**src/mdiob_defines.svh**
```systemverilog
`ifndef MDIOB_DEFINES_SVH
`define MDIOB_DEFINES_SVH

// ----------------------------------------------------------------
// Clock and timing.
// ----------------------------------------------------------------
`define MDIOB_CLK_PERIOD_NS 8
`define MDIOB_CAP_FILT_MIN_NS 50
`define MDIOB_CAP_FILT_MAX_NS 12900
`define MDIOB_CAP_FILT_MIN_CYC ((`MDIOB_CAP_FILT_MIN_NS + `MDIOB_CLK_PERIOD_NS - 1) / `MDIOB_CLK_PERIOD_NS)
`define MDIOB_CAP_FILT_MAX_CYC (`MDIOB_CAP_FILT_MAX_NS / `MDIOB_CLK_PERIOD_NS)
`define MDIOB_TRIP_RESP_NS 150
`define MDIOB_TRIP_RESP_CYC (`MDIOB_TRIP_RESP_NS / `MDIOB_CLK_PERIOD_NS)

// ----------------------------------------------------------------
// Widths and group selection codes.
// ----------------------------------------------------------------
`define MDIOB_NPTS 8
`define MDIOB_CNT_W 11
`define MDIOB_POS_W 32
`define MDIOB_ADC_W 10
`define MDIOB_GRP_LOWER 2'h0
`define MDIOB_GRP_UPPER 2'h1
`define MDIOB_GRP_ALL 2'h2

`endif

```
**src/mdiob_pkg.sv**
```systemverilog
package mdiob_pkg;
  // Function assigned to a general purpose output point.
  typedef enum logic [2:0] {
    MDIOB_FN_USER,
    MDIOB_FN_MOVING,
    MDIOB_FN_FAULT,
    MDIOB_FN_STALL,
    MDIOB_FN_VELCHG
  } mdiob_func_t;
endpackage

```
**src/mdiob_filt_if.sv**
```systemverilog
`include "mdiob_defines.svh"

interface mdiob_filt_if;
  logic raw;
  logic [`MDIOB_CNT_W-1:0] limit;
  logic level;
  logic rise;
  modport host (output raw, output limit, input level, input rise);
  modport filt (input raw, input limit, output level, output rise);
endinterface

```
**src/mdiob_filt.sv**
```systemverilog
`include "mdiob_defines.svh"

module mdiob_filt (
  // Clock and reset.
  input wire logic clk,
  input wire logic rst_b,
  // Filter signals.
  mdiob_filt_if.filt fi
);
  logic level_ff;
  logic rise_ff;
  logic [`MDIOB_CNT_W-1:0] cnt_ff;
  logic differ;
  logic settle;
  logic [`MDIOB_CNT_W-1:0] nxt_cnt;

  // A new level must persist for the programmed number of cycles.
  assign differ = fi.raw != level_ff;
  assign settle = differ && (cnt_ff >= fi.limit - `MDIOB_CNT_W'(1));
  assign nxt_cnt = (differ && !settle) ? cnt_ff + `MDIOB_CNT_W'(1) : '0;
  assign fi.level = level_ff;
  assign fi.rise = rise_ff;

  // Count the run of the differing level and flip once it settles.
  always_ff @(posedge clk or negedge rst_b) begin
    if (!rst_b) begin
      level_ff <= 1'b0;
      rise_ff <= 1'b0;
      cnt_ff <= '0;
    end else begin
      cnt_ff <= nxt_cnt;
      rise_ff <= settle && fi.raw;
      if (settle) level_ff <= fi.raw;
    end
  end
endmodule // mdiob_filt

```
**src/mdiob_top.sv**
```systemverilog
`include "mdiob_defines.svh"

module mdiob_top import mdiob_pkg::*; (
  // Clock and reset.
  input wire logic CLK,
  input wire logic RST_B,
  // General purpose point pins, bit 0..3 = points one..four, 4..7 = nine..twelve.
  input wire logic [`MDIOB_NPTS-1:0] PT_IN,
  output logic [`MDIOB_NPTS-1:0] PT_OUT,
  output logic [`MDIOB_NPTS-1:0] PT_OE_B,
  // Point configuration.
  input wire logic [`MDIOB_NPTS-1:0] CFG_IS_OUT,
  input wire logic [`MDIOB_NPTS-1:0] CFG_ACT_HIGH,
  input wire logic [3*`MDIOB_NPTS-1:0] CFG_FUNC,
  // Motion state.
  input wire logic MOT_MOVING,
  input wire logic MOT_FAULT,
  input wire logic MOT_STALL,
  input wire logic ENC_PRESENT,
  input wire logic MOT_VEL_CHG,
  // Group access from the program.
  input wire logic [1:0] GRP_SEL,
  input wire logic GRP_WR,
  input wire logic [`MDIOB_NPTS-1:0] GRP_WDATA,
  input wire logic GRP_RD,
  output logic [`MDIOB_NPTS-1:0] GRP_RDATA,
  output logic [11:0] GRP_RDEC,
  output logic GRP_RVALID,
  // Dedicated capture / trip point.
  input wire logic DED_IN,
  output logic DED_OUT,
  output logic DED_OE_B,
  input wire logic DED_IS_TRIP,
  input wire logic DED_ACT_HIGH,
  input wire logic [`MDIOB_CNT_W-1:0] CAP_FILT_CYC,
  input wire logic [`MDIOB_POS_W-1:0] POS_COUNT,
  output logic [`MDIOB_POS_W-1:0] CAP_VALUE,
  output logic CAP_STB,
  input wire logic [`MDIOB_POS_W-1:0] TRIP_VALUE,
  input wire logic TRIP_REARM,
  output logic TRIP_FIRED,
  // Analog input results.
  input wire logic ADC_VALID,
  input wire logic [`MDIOB_ADC_W-1:0] ADC_DATA,
  input wire logic [`MDIOB_ADC_W-1:0] ANA_THRESH,
  output logic [`MDIOB_ADC_W-1:0] ANA_VALUE,
  output logic ANA_ABOVE
);
  // ----------------------------------------------------------------
  // Helpers.
  // ----------------------------------------------------------------
  // Binary to three decimal digits by shift and add-three.
  function automatic logic [11:0] to_dec(input logic [7:0] bin);
    logic [19:0] s;
    s = {12'h000, bin};
    for (int i = 0; i < 8; i++) begin
      if (s[11:8] > 4'h4) s[11:8] = s[11:8] + 4'h3;
      if (s[15:12] > 4'h4) s[15:12] = s[15:12] + 4'h3;
      if (s[19:16] > 4'h4) s[19:16] = s[19:16] + 4'h3;
      s = s << 1;
    end
    return s[19:8];
  endfunction

  // ----------------------------------------------------------------
  // Input synchronisers.
  // ----------------------------------------------------------------
  logic [`MDIOB_NPTS-1:0] pt_s1_ff, pt_s2_ff;
  logic ded_s1_ff, ded_s2_ff;

  // Two flip-flops on every pin before any logic reads it.
  always_ff @(posedge CLK or negedge RST_B) begin
    if (!RST_B) begin
      pt_s1_ff <= '0;
      pt_s2_ff <= '0;
      ded_s1_ff <= 1'b0;
      ded_s2_ff <= 1'b0;
    end else begin
      pt_s1_ff <= PT_IN;
      pt_s2_ff <= pt_s1_ff;
      ded_s1_ff <= DED_IN;
      ded_s2_ff <= ded_s1_ff;
    end
  end

  // ----------------------------------------------------------------
  // General purpose points.
  // ----------------------------------------------------------------
  logic [`MDIOB_NPTS-1:0] user_ff;
  logic [`MDIOB_NPTS-1:0] nxt_user;
  logic [`MDIOB_NPTS-1:0] in_state;
  logic [`MDIOB_NPTS-1:0] out_state;
  logic [`MDIOB_NPTS-1:0] grp_val;
  logic stall_act;

  // Logical state is the pin level, inverted for active low points.
  assign in_state = pt_s2_ff ^ ~CFG_ACT_HIGH;
  assign stall_act = MOT_STALL && ENC_PRESENT;

  // Each output point picks its source from its configured function.
  always_comb begin
    for (int i = 0; i < `MDIOB_NPTS; i++) begin
      case (mdiob_func_t'(CFG_FUNC[3*i +: 3]))
        MDIOB_FN_USER: out_state[i] = user_ff[i];
        MDIOB_FN_MOVING: out_state[i] = MOT_MOVING;
        MDIOB_FN_FAULT: out_state[i] = MOT_FAULT;
        MDIOB_FN_STALL: out_state[i] = stall_act;
        MDIOB_FN_VELCHG: out_state[i] = MOT_VEL_CHG;
        default: out_state[i] = 1'b0;
      endcase
    end
  end

  // Group writes place the written number on the chosen points.
  always_comb begin
    nxt_user = user_ff;
    if (GRP_WR) begin
      case (GRP_SEL)
        `MDIOB_GRP_LOWER: nxt_user[3:0] = GRP_WDATA[3:0];
        `MDIOB_GRP_UPPER: nxt_user[7:4] = GRP_WDATA[3:0];
        `MDIOB_GRP_ALL: nxt_user = GRP_WDATA;
        default: nxt_user = user_ff;
      endcase
    end
  end

  // Group reads gather the logical input states as one number.
  always_comb begin
    case (GRP_SEL)
      `MDIOB_GRP_LOWER: grp_val = {4'h0, in_state[3:0]};
      `MDIOB_GRP_UPPER: grp_val = {4'h0, in_state[7:4]};
      `MDIOB_GRP_ALL: grp_val = in_state;
      default: grp_val = 8'h00;
    endcase
  end

  // Registered pin drive, user levels and read answers.
  always_ff @(posedge CLK or negedge RST_B) begin
    if (!RST_B) begin
      user_ff <= '0;
      PT_OUT <= '0;
      PT_OE_B <= '1;
      GRP_RDATA <= '0;
      GRP_RDEC <= 12'h000;
      GRP_RVALID <= 1'b0;
    end else begin
      user_ff <= nxt_user;
      PT_OUT <= out_state ^ ~CFG_ACT_HIGH;
      PT_OE_B <= ~CFG_IS_OUT;
      GRP_RVALID <= GRP_RD;
      if (GRP_RD) begin
        GRP_RDATA <= grp_val;
        GRP_RDEC <= to_dec(grp_val);
      end
    end
  end

  // ----------------------------------------------------------------
  // Capture input.
  // ----------------------------------------------------------------
  mdiob_filt_if cap_if ();
  logic [`MDIOB_CNT_W-1:0] filt_lim;

  // Keep the filter setting inside its documented span.
  assign filt_lim = (CAP_FILT_CYC < `MDIOB_CNT_W'(`MDIOB_CAP_FILT_MIN_CYC)) ?
                    `MDIOB_CNT_W'(`MDIOB_CAP_FILT_MIN_CYC) :
                    (CAP_FILT_CYC > `MDIOB_CNT_W'(`MDIOB_CAP_FILT_MAX_CYC)) ?
                    `MDIOB_CNT_W'(`MDIOB_CAP_FILT_MAX_CYC) : CAP_FILT_CYC;
  assign cap_if.limit = filt_lim;
  assign cap_if.raw = (ded_s2_ff ~^ DED_ACT_HIGH) && !DED_IS_TRIP;

  mdiob_filt u_cap_filt (
    .clk(CLK),
    .rst_b(RST_B),
    .fi(cap_if)
  );

  // Latch the position on each filtered active edge.
  always_ff @(posedge CLK or negedge RST_B) begin
    if (!RST_B) begin
      CAP_VALUE <= '0;
      CAP_STB <= 1'b0;
    end else begin
      CAP_STB <= cap_if.rise;
      if (cap_if.rise) CAP_VALUE <= POS_COUNT;
    end
  end

  // ----------------------------------------------------------------
  // Trip output.
  // ----------------------------------------------------------------
  logic trip_hit;

  // Full 32-bit compare; fire is one cycle, well inside the response time.
  assign trip_hit = DED_IS_TRIP && (POS_COUNT == TRIP_VALUE);

  // Fired state is sticky until rearmed or trip mode is left; a new hit wins over the rearm.
  always_ff @(posedge CLK or negedge RST_B) begin
    if (!RST_B) begin
      TRIP_FIRED <= 1'b0;
      DED_OUT <= 1'b0;
      DED_OE_B <= 1'b1;
    end else begin
      if (trip_hit) TRIP_FIRED <= 1'b1;
      else if (TRIP_REARM || !DED_IS_TRIP) TRIP_FIRED <= 1'b0;
      DED_OUT <= (trip_hit || (TRIP_FIRED && !TRIP_REARM && DED_IS_TRIP)) ~^ DED_ACT_HIGH;
      DED_OE_B <= !DED_IS_TRIP;
    end
  end

  // ----------------------------------------------------------------
  // Analog input.
  // ----------------------------------------------------------------
  // Hold the latest 10-bit conversion and flag it against the threshold.
  always_ff @(posedge CLK or negedge RST_B) begin
    if (!RST_B) begin
      ANA_VALUE <= '0;
      ANA_ABOVE <= 1'b0;
    end else if (ADC_VALID) begin
      ANA_VALUE <= ADC_DATA;
      ANA_ABOVE <= ADC_DATA >= ANA_THRESH;
    end
  end
endmodule // mdiob_top

```
**config.mk**
```make
export PLATFORM = sky130hd
export DESIGN_NAME = mdiob_top
export DESIGN_NICKNAME = d
export VERILOG_FILES = /design/src/mdiob_pkg.sv /design/src/mdiob_filt_if.sv /design/src/mdiob_filt.sv /design/src/mdiob_top.sv
export VERILOG_INCLUDE_DIRS = /design/src
export SDC_FILE = /design/constraint.sdc
export NUM_CORES = 1
export LEC_CHECK = 0
export ABC_AREA = 0
export ABC_CLOCK_PERIOD_IN_PS = 6930
export CORE_AREA = 5 5 145 147
export CTS_BUF_LIST = sky130_fd_sc_hd__clkbuf_4
export CTS_CLUSTER_DIAMETER = 30
export DETAILED_ROUTE_END_ITERATION = 7
export DIE_AREA = 0 0 150 152
export DONT_BUFFER_PORTS = 1
export HOLD_SLACK_MARGIN = 0.15
export SLEW_MARGIN = 10
export SYNTH_ARGS = -nofsm -noshare
export SYNTH_HDL_FRONTEND = slang
export SYNTH_HIERARCHICAL = 1
export SYNTH_SLANG_ARGS = --single-unit
```
**constraint.sdc**
```tcl
create_clock -name CLK -period 6.93 [get_ports CLK]
set_clock_uncertainty 0.15 [all_clocks]
set_input_delay 1.386 -clock CLK [delete_from_list [all_inputs] [get_ports CLK]]
set_output_delay 1.386 -clock CLK [all_outputs]
set_load 0.1 [all_outputs]
```
==> impl_metrics.json, run 1 <==
{
  "p_leak_uw": 0.00323,
  "synthToLayoutAreaGrowth_pct": 8.51,
  "clock-sinks": 120,
  "synth_seq_area_share_pct": 44.7,
  "die_w_um": 150,
  "fin_crit_sh_pct": 89.0,
  "required_ns": 7.17,
  "timing.slew.headroom_pct": 36.9,
  "grt_max_degree": 121,
  "critical_path_class": "in2reg",
  "clockBufferDepth": 2,
  "place.gp.congestion": 0.848,
  "setup_slack_ns": 0.763,
  "crit_fanout": 7,
  "drtIter0Drc": 229,
  "irDropWorstVdd_mv": 0.114,
  "drive_gt1_share_pct": 22.9,
  "initial_core_util_pct": 34.1,
  "h-tree-depth": 4,
  "dpl.hpwl_um": 13000,
  "grt_pass1_wl_um": 26400,
  "swShare_pct": 40.2,
  "cts_resized": 0,
  "avgRoutedWirePerCell_um": 18.4,
  "cts_buffers": 17,
  "final_nets": 808,
  "dpl-instance-area_mm2": 0.00703,
  "arrival_ns": 6.40,
  "cts_hold_buf": 0,
  "vias": 4562,
  "drt-total-wl_um": 16400,
  "critPathCaptureType": "flop",
  "synthArstFlopShare_pct": 100,
  "die_area_mm2": 0.0228,
  "place_ws_ns": 0.308,
  "rsz0062_at_grt": "no",
  "clkLatencyLatePin_ns": 0.50,
  "yosys_warnings": 6,
  "drv_cap": 0,
  "r2r-start": "pt_s2_ff[6]",
  "syn_area_mm2": 0.00675,
  "p_int_uw": 1140,
  "routed_via_density": 5.12,
  "rows": 52,
  "status": "completed",
  "power_frac_comb_pct": 14.5,
  "cp-start-kind": "input pin",
  "portBuffers": 0,
  "final_max_slew_viol_count": 0,
  "whs_path_depth": 0,
  "coreArea_mm2": 0.0198,
  "pwr_density_cell_mw_per_mm2": 261,
  "setup_viol": 0,
  "worstMarginPinSlew_ns": 0.947,
  "design_area_mm2": 0.00732,
  "grt_antenna_before_repair": 3,
  "cts_tree": "built",
  "p_switching_uw": 768,
  "grt_pass1_vias": 4969,
  "r2r_cells": 22,
  "overflow": 0,
  "root_buffer": "clkbuf_4",
  "pwr-share-seq_pct": 58.0,
  "pin_count": 251,
  "drc": 0,
  "hold_end": "pt_s2_ff[3]",
  "r2r_slack_ns": 1.37,
  "holdCritStartpoint": "pt_s1_ff[3]",
  "firstDrtPassIters": 4,
  "synthFlopType": "dfrtp_1",
  "fin_crit_ns": 6.17,
  "r2r-end": "GRP_RDEC[1]",
  "pwr-share-clk_pct": 27.5,
  "tns_ns": 0,
  "ant_nets": 0,
  "track_usage_pct": 14.5,
  "ys_seq_elements": 120,
  "hold_class": "reg2reg",
  "syn_inst": 600,
  "finalHoldViolCount": 0,
  "synth_edf_count": 0,
  "postCtsSetupRepairBufs": 0,
  "path_clk_slew_ns": 0.11,
  "die_h_um": 152,
  "timing.fmax_ghz": 0.162,
  "synth_area_per_cell_um2": 11.2,
  "synth_cell_type_count": 71
}
[final cells by class]
class | count | area [um2]
timing repair buffer | 2 | 15.0
clock inverter | 14 | 156
tap | 270 | 338
antenna | 2 | 5.00
inverter | 47 | 176
fill | 1992 | 12500
multi-input combinational | 418 | 3480
clock buffer | 18 | 135
sequential | 120 | 3020
[Yosys cell counts, drive strengths merged, types with 4 or more instances]
master,number,area (um2)
a21oi,20,104
clkbuf,7,26.3
a31oi,8,50.1
o21ai,14,73.8
mux4,8,180
nor3,8,60.1
buf,9,53.8
ha,35,438
o211ai,6,50.1
nand2,21,86.3
a211oi,4,47.5
mux2i,10,108
nor2b,12,75.1
dfrtp,111,2780
nor4,8,71.3
inv,47,176
xnor2,35,325
mux2,61,694
nand3,12,60.1
dfstp,9,236
and2,7,43.8
a21o,6,45.0
xor2,34,298
nand4,9,56.3
a22oi,4,30.0
nor2,55,206
[routing by layer]
layer	global-route usage [%]	part of all wire (%)
met1	16.0	38
met2	26.0	53
met3	4.94	6.9
met4	4.66	2.0
met5	0	0.079
[per-stage QoR]
stage               hold slack, ns  instances  util (%)  total power [uW]
detailed placement           0.187        857      35.5              1400
global placement             0.186        857      35.5              1380
global route                 0.223        890      37.0              2010
CTS                          0.213        889      37.0              1940
finish                       0.218        891      37.0              1910
floorplan                    0.181        601         -              1340
[cell families after synthesis]
family / after synthesis / synth area share [%]
buf+inv: 63 / 3.80
mux: 79 / 14.6
simple gates: 148 / 11.7
other cells: 1 / 0.0556
xor+xnor: 69 / 9.23
compound gates: 85 / 9.49
flops: 120 / 44.7
fa+ha+maj: 35 / 6.49
[flip-flops by register name, indices dropped and copies added, names as in the netlist]
signal / count
ANA_ABOVE: 1
user_ff: 8
PT_OE_B: 8
DED_OUT: 1
PT_OUT: 8
ded_s2_ff: 1
DED_OE_B: 1
ded_s1_ff: 1
GRP_RDEC: 9
pt_s2_ff: 8
TRIP_FIRED: 1
CAP_STB: 1
ANA_VALUE: 10
GRP_RDATA: 8
u_cap_filt/fi.level: 1
u_cap_filt/fi.rise: 1
pt_s1_ff: 8
GRP_RVALID: 1
u_cap_filt/cnt_ff: 11
CAP_VALUE: 32
[how the worst max path moves through the flow]
stage                    start  slack [ns]          end
detailed placement  GRP_SEL[0]        0.31  GRP_RDEC[1]
global placement    GRP_SEL[0]        0.54  GRP_RDEC[2]
finish              GRP_SEL[0]        0.76  GRP_RDEC[1]
global route        GRP_SEL[0]        0.56  GRP_RDEC[2]
CTS                 GRP_SEL[0]        0.88  GRP_RDEC[1]
floorplan           GRP_SEL[0]        0.82  GRP_RDEC[2]
[power by group through the flow]
stage	registers (uW)	logic, uW	clock network (uW)
2_1_floorplan	1100	244	0
3_3_place_gp	1120	261	0
3_5_place_dp	1130	275	0
4_1_cts	1110	277	550
5_1_grt	1120	306	582
6_report	1110	277	526
[cells in the final DEF (no fill, tap or decap), drive strengths merged, types with 12 or more instances in the layout]
| master | count |
|---|---|
| o21ai | 14 |
| inv | 49 |
| ha | 35 |
| a21oi | 20 |
| mux2 | 61 |
| clkbuf | 18 |
| xor2 | 34 |
| nand2 | 21 |
| dfrtp | 111 |
| nor2 | 55 |
| xnor2 | 35 |
| nor2b | 12 |
| nand3 | 12 |
[critical path, cell delays in order]
cell      delay, ns
ha_1           0.25
nand2b_4       0.20
nor2_1         0.16
inv_1          0.08
ha_1           0.23
inv_1          0.06
ha_1           0.30
nor3b_2        0.11
a21boi_2       0.27
a211oi_2       0.08
a211oi_4       0.28
ha_1           0.37
a311oi_1       0.14
or3_4          0.40
xnor2_4        0.15
ha_1           0.27
o211a_1        0.25
o31ai_2        0.28
xnor2_1        0.22
ha_1           0.26
inv_1          0.06
a21o_1         0.20
xnor2_1        0.13
mux2_2         0.26
(Power assumes the default switching activity.)
==> inputs of run 2 (changes only) <==
--- a/config.mk
+++ b/config.mk
@@ -8,11 +8,10 @@
 export LEC_CHECK = 0
 export ABC_AREA = 0
 export ABC_CLOCK_PERIOD_IN_PS = 6930
-export CORE_AREA = 5 5 145 147
-export CTS_BUF_LIST = sky130_fd_sc_hd__clkbuf_4
+export CORE_AREA = 5 5 139 154
 export CTS_CLUSTER_DIAMETER = 30
 export DETAILED_ROUTE_END_ITERATION = 7
-export DIE_AREA = 0 0 150 152
+export DIE_AREA = 0 0 144 159
 export DONT_BUFFER_PORTS = 1
 export HOLD_SLACK_MARGIN = 0.15
 export SLEW_MARGIN = 10
==> run 2 against run 1 <==
  * Sequential share of layout area decreased by 1.9 points
  * Non-clock buffer count is the same
  * Routed wire length increased by 1.5%
  * Maximum frequency shrank 1.5%
  * Largest power group unchanged
  * Setup slack worse by 0.097 ns
==> impl_metrics.json, run 2 (synthesis results as in run 1) <==
{
  "status": "completed",
  "setup_slack_ns": 0.666,
  "final_common_cell": "dfrtp_1",
  "root_buffer": "clkbuf_16",
  "synthToLayoutAreaGrowth_pct": 13.7,
  "whs_path_depth": 0,
  "hold_class": "reg2reg",
  "clkLatencyLatePin_ns": 0.40,
  "clockBufferDepth": 2,
  "drc": 0,
  "required_ns": 7.06,
  "critical_path.cell_chain": "ha_1, nand2b_4, nor2_1, inv_1, ha_1, inv_1, ha_1, nor3b_2, a21boi_2, a211oi_2, a211oi_4, ha_1, a311oi_1, or3_4, xnor2_4, ha_1, o211a_1, o31ai_2, xnor2_1, ha_1, inv_1, a21o_1, xnor2_1, mux2_2",
  "crit_fanout": 7,
  "die_h_um": 159,
  "grt_max_degree": 121,
  "die_w_um": 144,
  "tns_ns": 0,
  "final_nets": 808,
  "design_area_mm2": 0.00767,
  "most-common-layout-cells": "dfrtp_1 (110), mux2_2 (59), nor2_1 (55), inv_1 (47), ha_1 (35)",
  "initial_core_util_pct": 34.3,
  "clock-sinks": 120,
  "path_clk_slew_ns": 0.05,
  "arrival_ns": 6.40,
  "drtIter0Drc": 138,
  "crit_path_start": "GRP_SEL[0]",
  "drv_cap": 0,
  "total_power_uw": 2380,
  "finalHoldViolCount": 0,
  "vias": 4563,
  "ant_nets": 0,
  "cts_resized": 0,
  "critical_path_class": "in2reg",
  "cts_buffers": 17,
  "routed_via_density": 5.23,
  "drive_gt1_share_pct": 22.9,
  "critPathCaptureType": "flop",
  "worstMarginPinSlew_ns": 0.959,
  "place_ws_ns": 0.326,
  "r2r_slack_ns": 1.36,
  "dpl.hpwl_um": 13000,
  "p_leak_uw": 0.00340,
  "postCtsSetupRepairBufs": 0,
  "r2r-end": "GRP_RDEC[1]",
  "fin_crit_ns": 6.26,
  "coreArea_mm2": 0.0197,
  "largest-register": "CAP_VALUE",
  "fillers": 1880,
  "final_max_slew_viol_count": 0,
  "cts_hold_buf": 0,
  "cp.depth": 24,
  "r2r-start": "pt_s2_ff[6]",
  "cp-start-kind": "input pin",
  "timing.slew.headroom_pct": 36.1,
  "h-tree-depth": 4,
  "cts_tree": "built",
  "cp_num_buf_inv": 3,
  "track_usage_pct": 14.4,
  "r2r_cells": 23,
  "cpMaxStageDelayCell": "or3_4",
  "overflow": 0,
  "drt-total-wl_um": 16600,
  "grt_pass1_wl_um": 26200,
  "pwr_density_cell_mw_per_mm2": 311,
  "die_area_mm2": 0.0229,
  "pin_count": 251,
  "rsz0062_at_grt": "no",
  "rows": 54,
  "cp_slowest_stage_delay_ns": 0.39,
  "setup_viol": 0,
  "portBuffers": 0,
  "grt_pass1_vias": 5020,
  "grt_antenna_before_repair": 2,
  "cpLargestDelayFamily": "adder cells",
  "cpMostUsedCell": "ha_1",
  "irDropWorstVdd_mv": 0.215,
  "place.gp.congestion": 0.803,
  "largest_reg_flops": 32,
  "timing.fmax_ghz": 0.160,
  "dpl-instance-area_mm2": 0.00700,
  "avgRoutedWirePerCell_um": 19.1,
  "firstDrtPassIters": 5,
  "top_regs": "CAP_VALUE: 32 flops, u_cap_filt/cnt_ff: 11 flops, ANA_VALUE: 10 flops",
  "fin_crit_sh_pct": 90.4,
  "setup.worst_path.end": "GRP_RDEC[1]"
}
## run 2: per-stage QoR
stage | util, % | cells | hold WS, ns
floorplan | - | 601 | 0.181
global placement | 35.6 | 839 | 0.184
detailed placement | 35.6 | 839 | 0.187
CTS | 39.0 | 871 | 0.200
global route | 39.0 | 872 | 0.207
finish | 39.0 | 872 | 0.198
## run 2: power breakdown
| group | leakage [uW] | internal, uW | switching (uW) |
|---|---|---|---|
| Clock | 0.000328 | 687 | 312 |
| Combinational | 0.00157 | 140 | 137 |
| Sequential | 0.00151 | 755 | 353 |
| Total | 0.00340 | 1580 | 802 |
## run 2: worst register-to-register path: stages (launching register included)
cell and delay, ns:
dfrtp_1 0.40, xor2_1 0.34, nor2_1 0.12, inv_1 0.10, ha_1 0.21, inv_1 0.06
ha_1 0.28, nand2b_1 0.18, a21boi_2 0.32, a211oi_2 0.09, a211oi_4 0.29, ha_1 0.37
a311oi_1 0.13, or3_4 0.39, xnor2_4 0.16, ha_1 0.26, o211a_1 0.25, o31ai_2 0.27
xnor2_1 0.21, ha_1 0.25, inv_1 0.05, a21o_1 0.18, xnor2_1 0.13, mux2_2 0.26
## run 2: layout make-up
cell class	instances	area (um2)	area share (%)
Antenna cell	1	2.50	0.0326
Clock inverter	7	164	2.14
Clock buffer	25	505	6.59
Multi-Input combinational cell	418	3480	45.4
Inverter	47	176	2.30
Sequential cell	120	3020	39.3
Timing Repair Buffer	2	15.0	0.196
Tap cell	252	315	4.11
## run 2: metal layers
layer	wire length (um)	vias to the layer above	global-route usage, %
met1	6220	2253	15.7
met4	291	2	4.45
met3	1300	28	5.50
met2	8810	185	25.5
met5	13	-	0
li1	-	2095	-
## run 2: how the worst min path moves through the flow
stage           startpoint           to  slack (ns)
6_report       pt_s1_ff[6]  pt_s2_ff[6]        0.20
5_1_grt        pt_s1_ff[3]  pt_s2_ff[3]        0.21
4_1_cts        pt_s1_ff[6]  pt_s2_ff[6]        0.20
3_5_place_dp   pt_s1_ff[6]  pt_s2_ff[6]        0.19
3_3_place_gp     ded_s1_ff    ded_s2_ff        0.18
2_1_floorplan    ded_s1_ff    ded_s2_ff        0.18
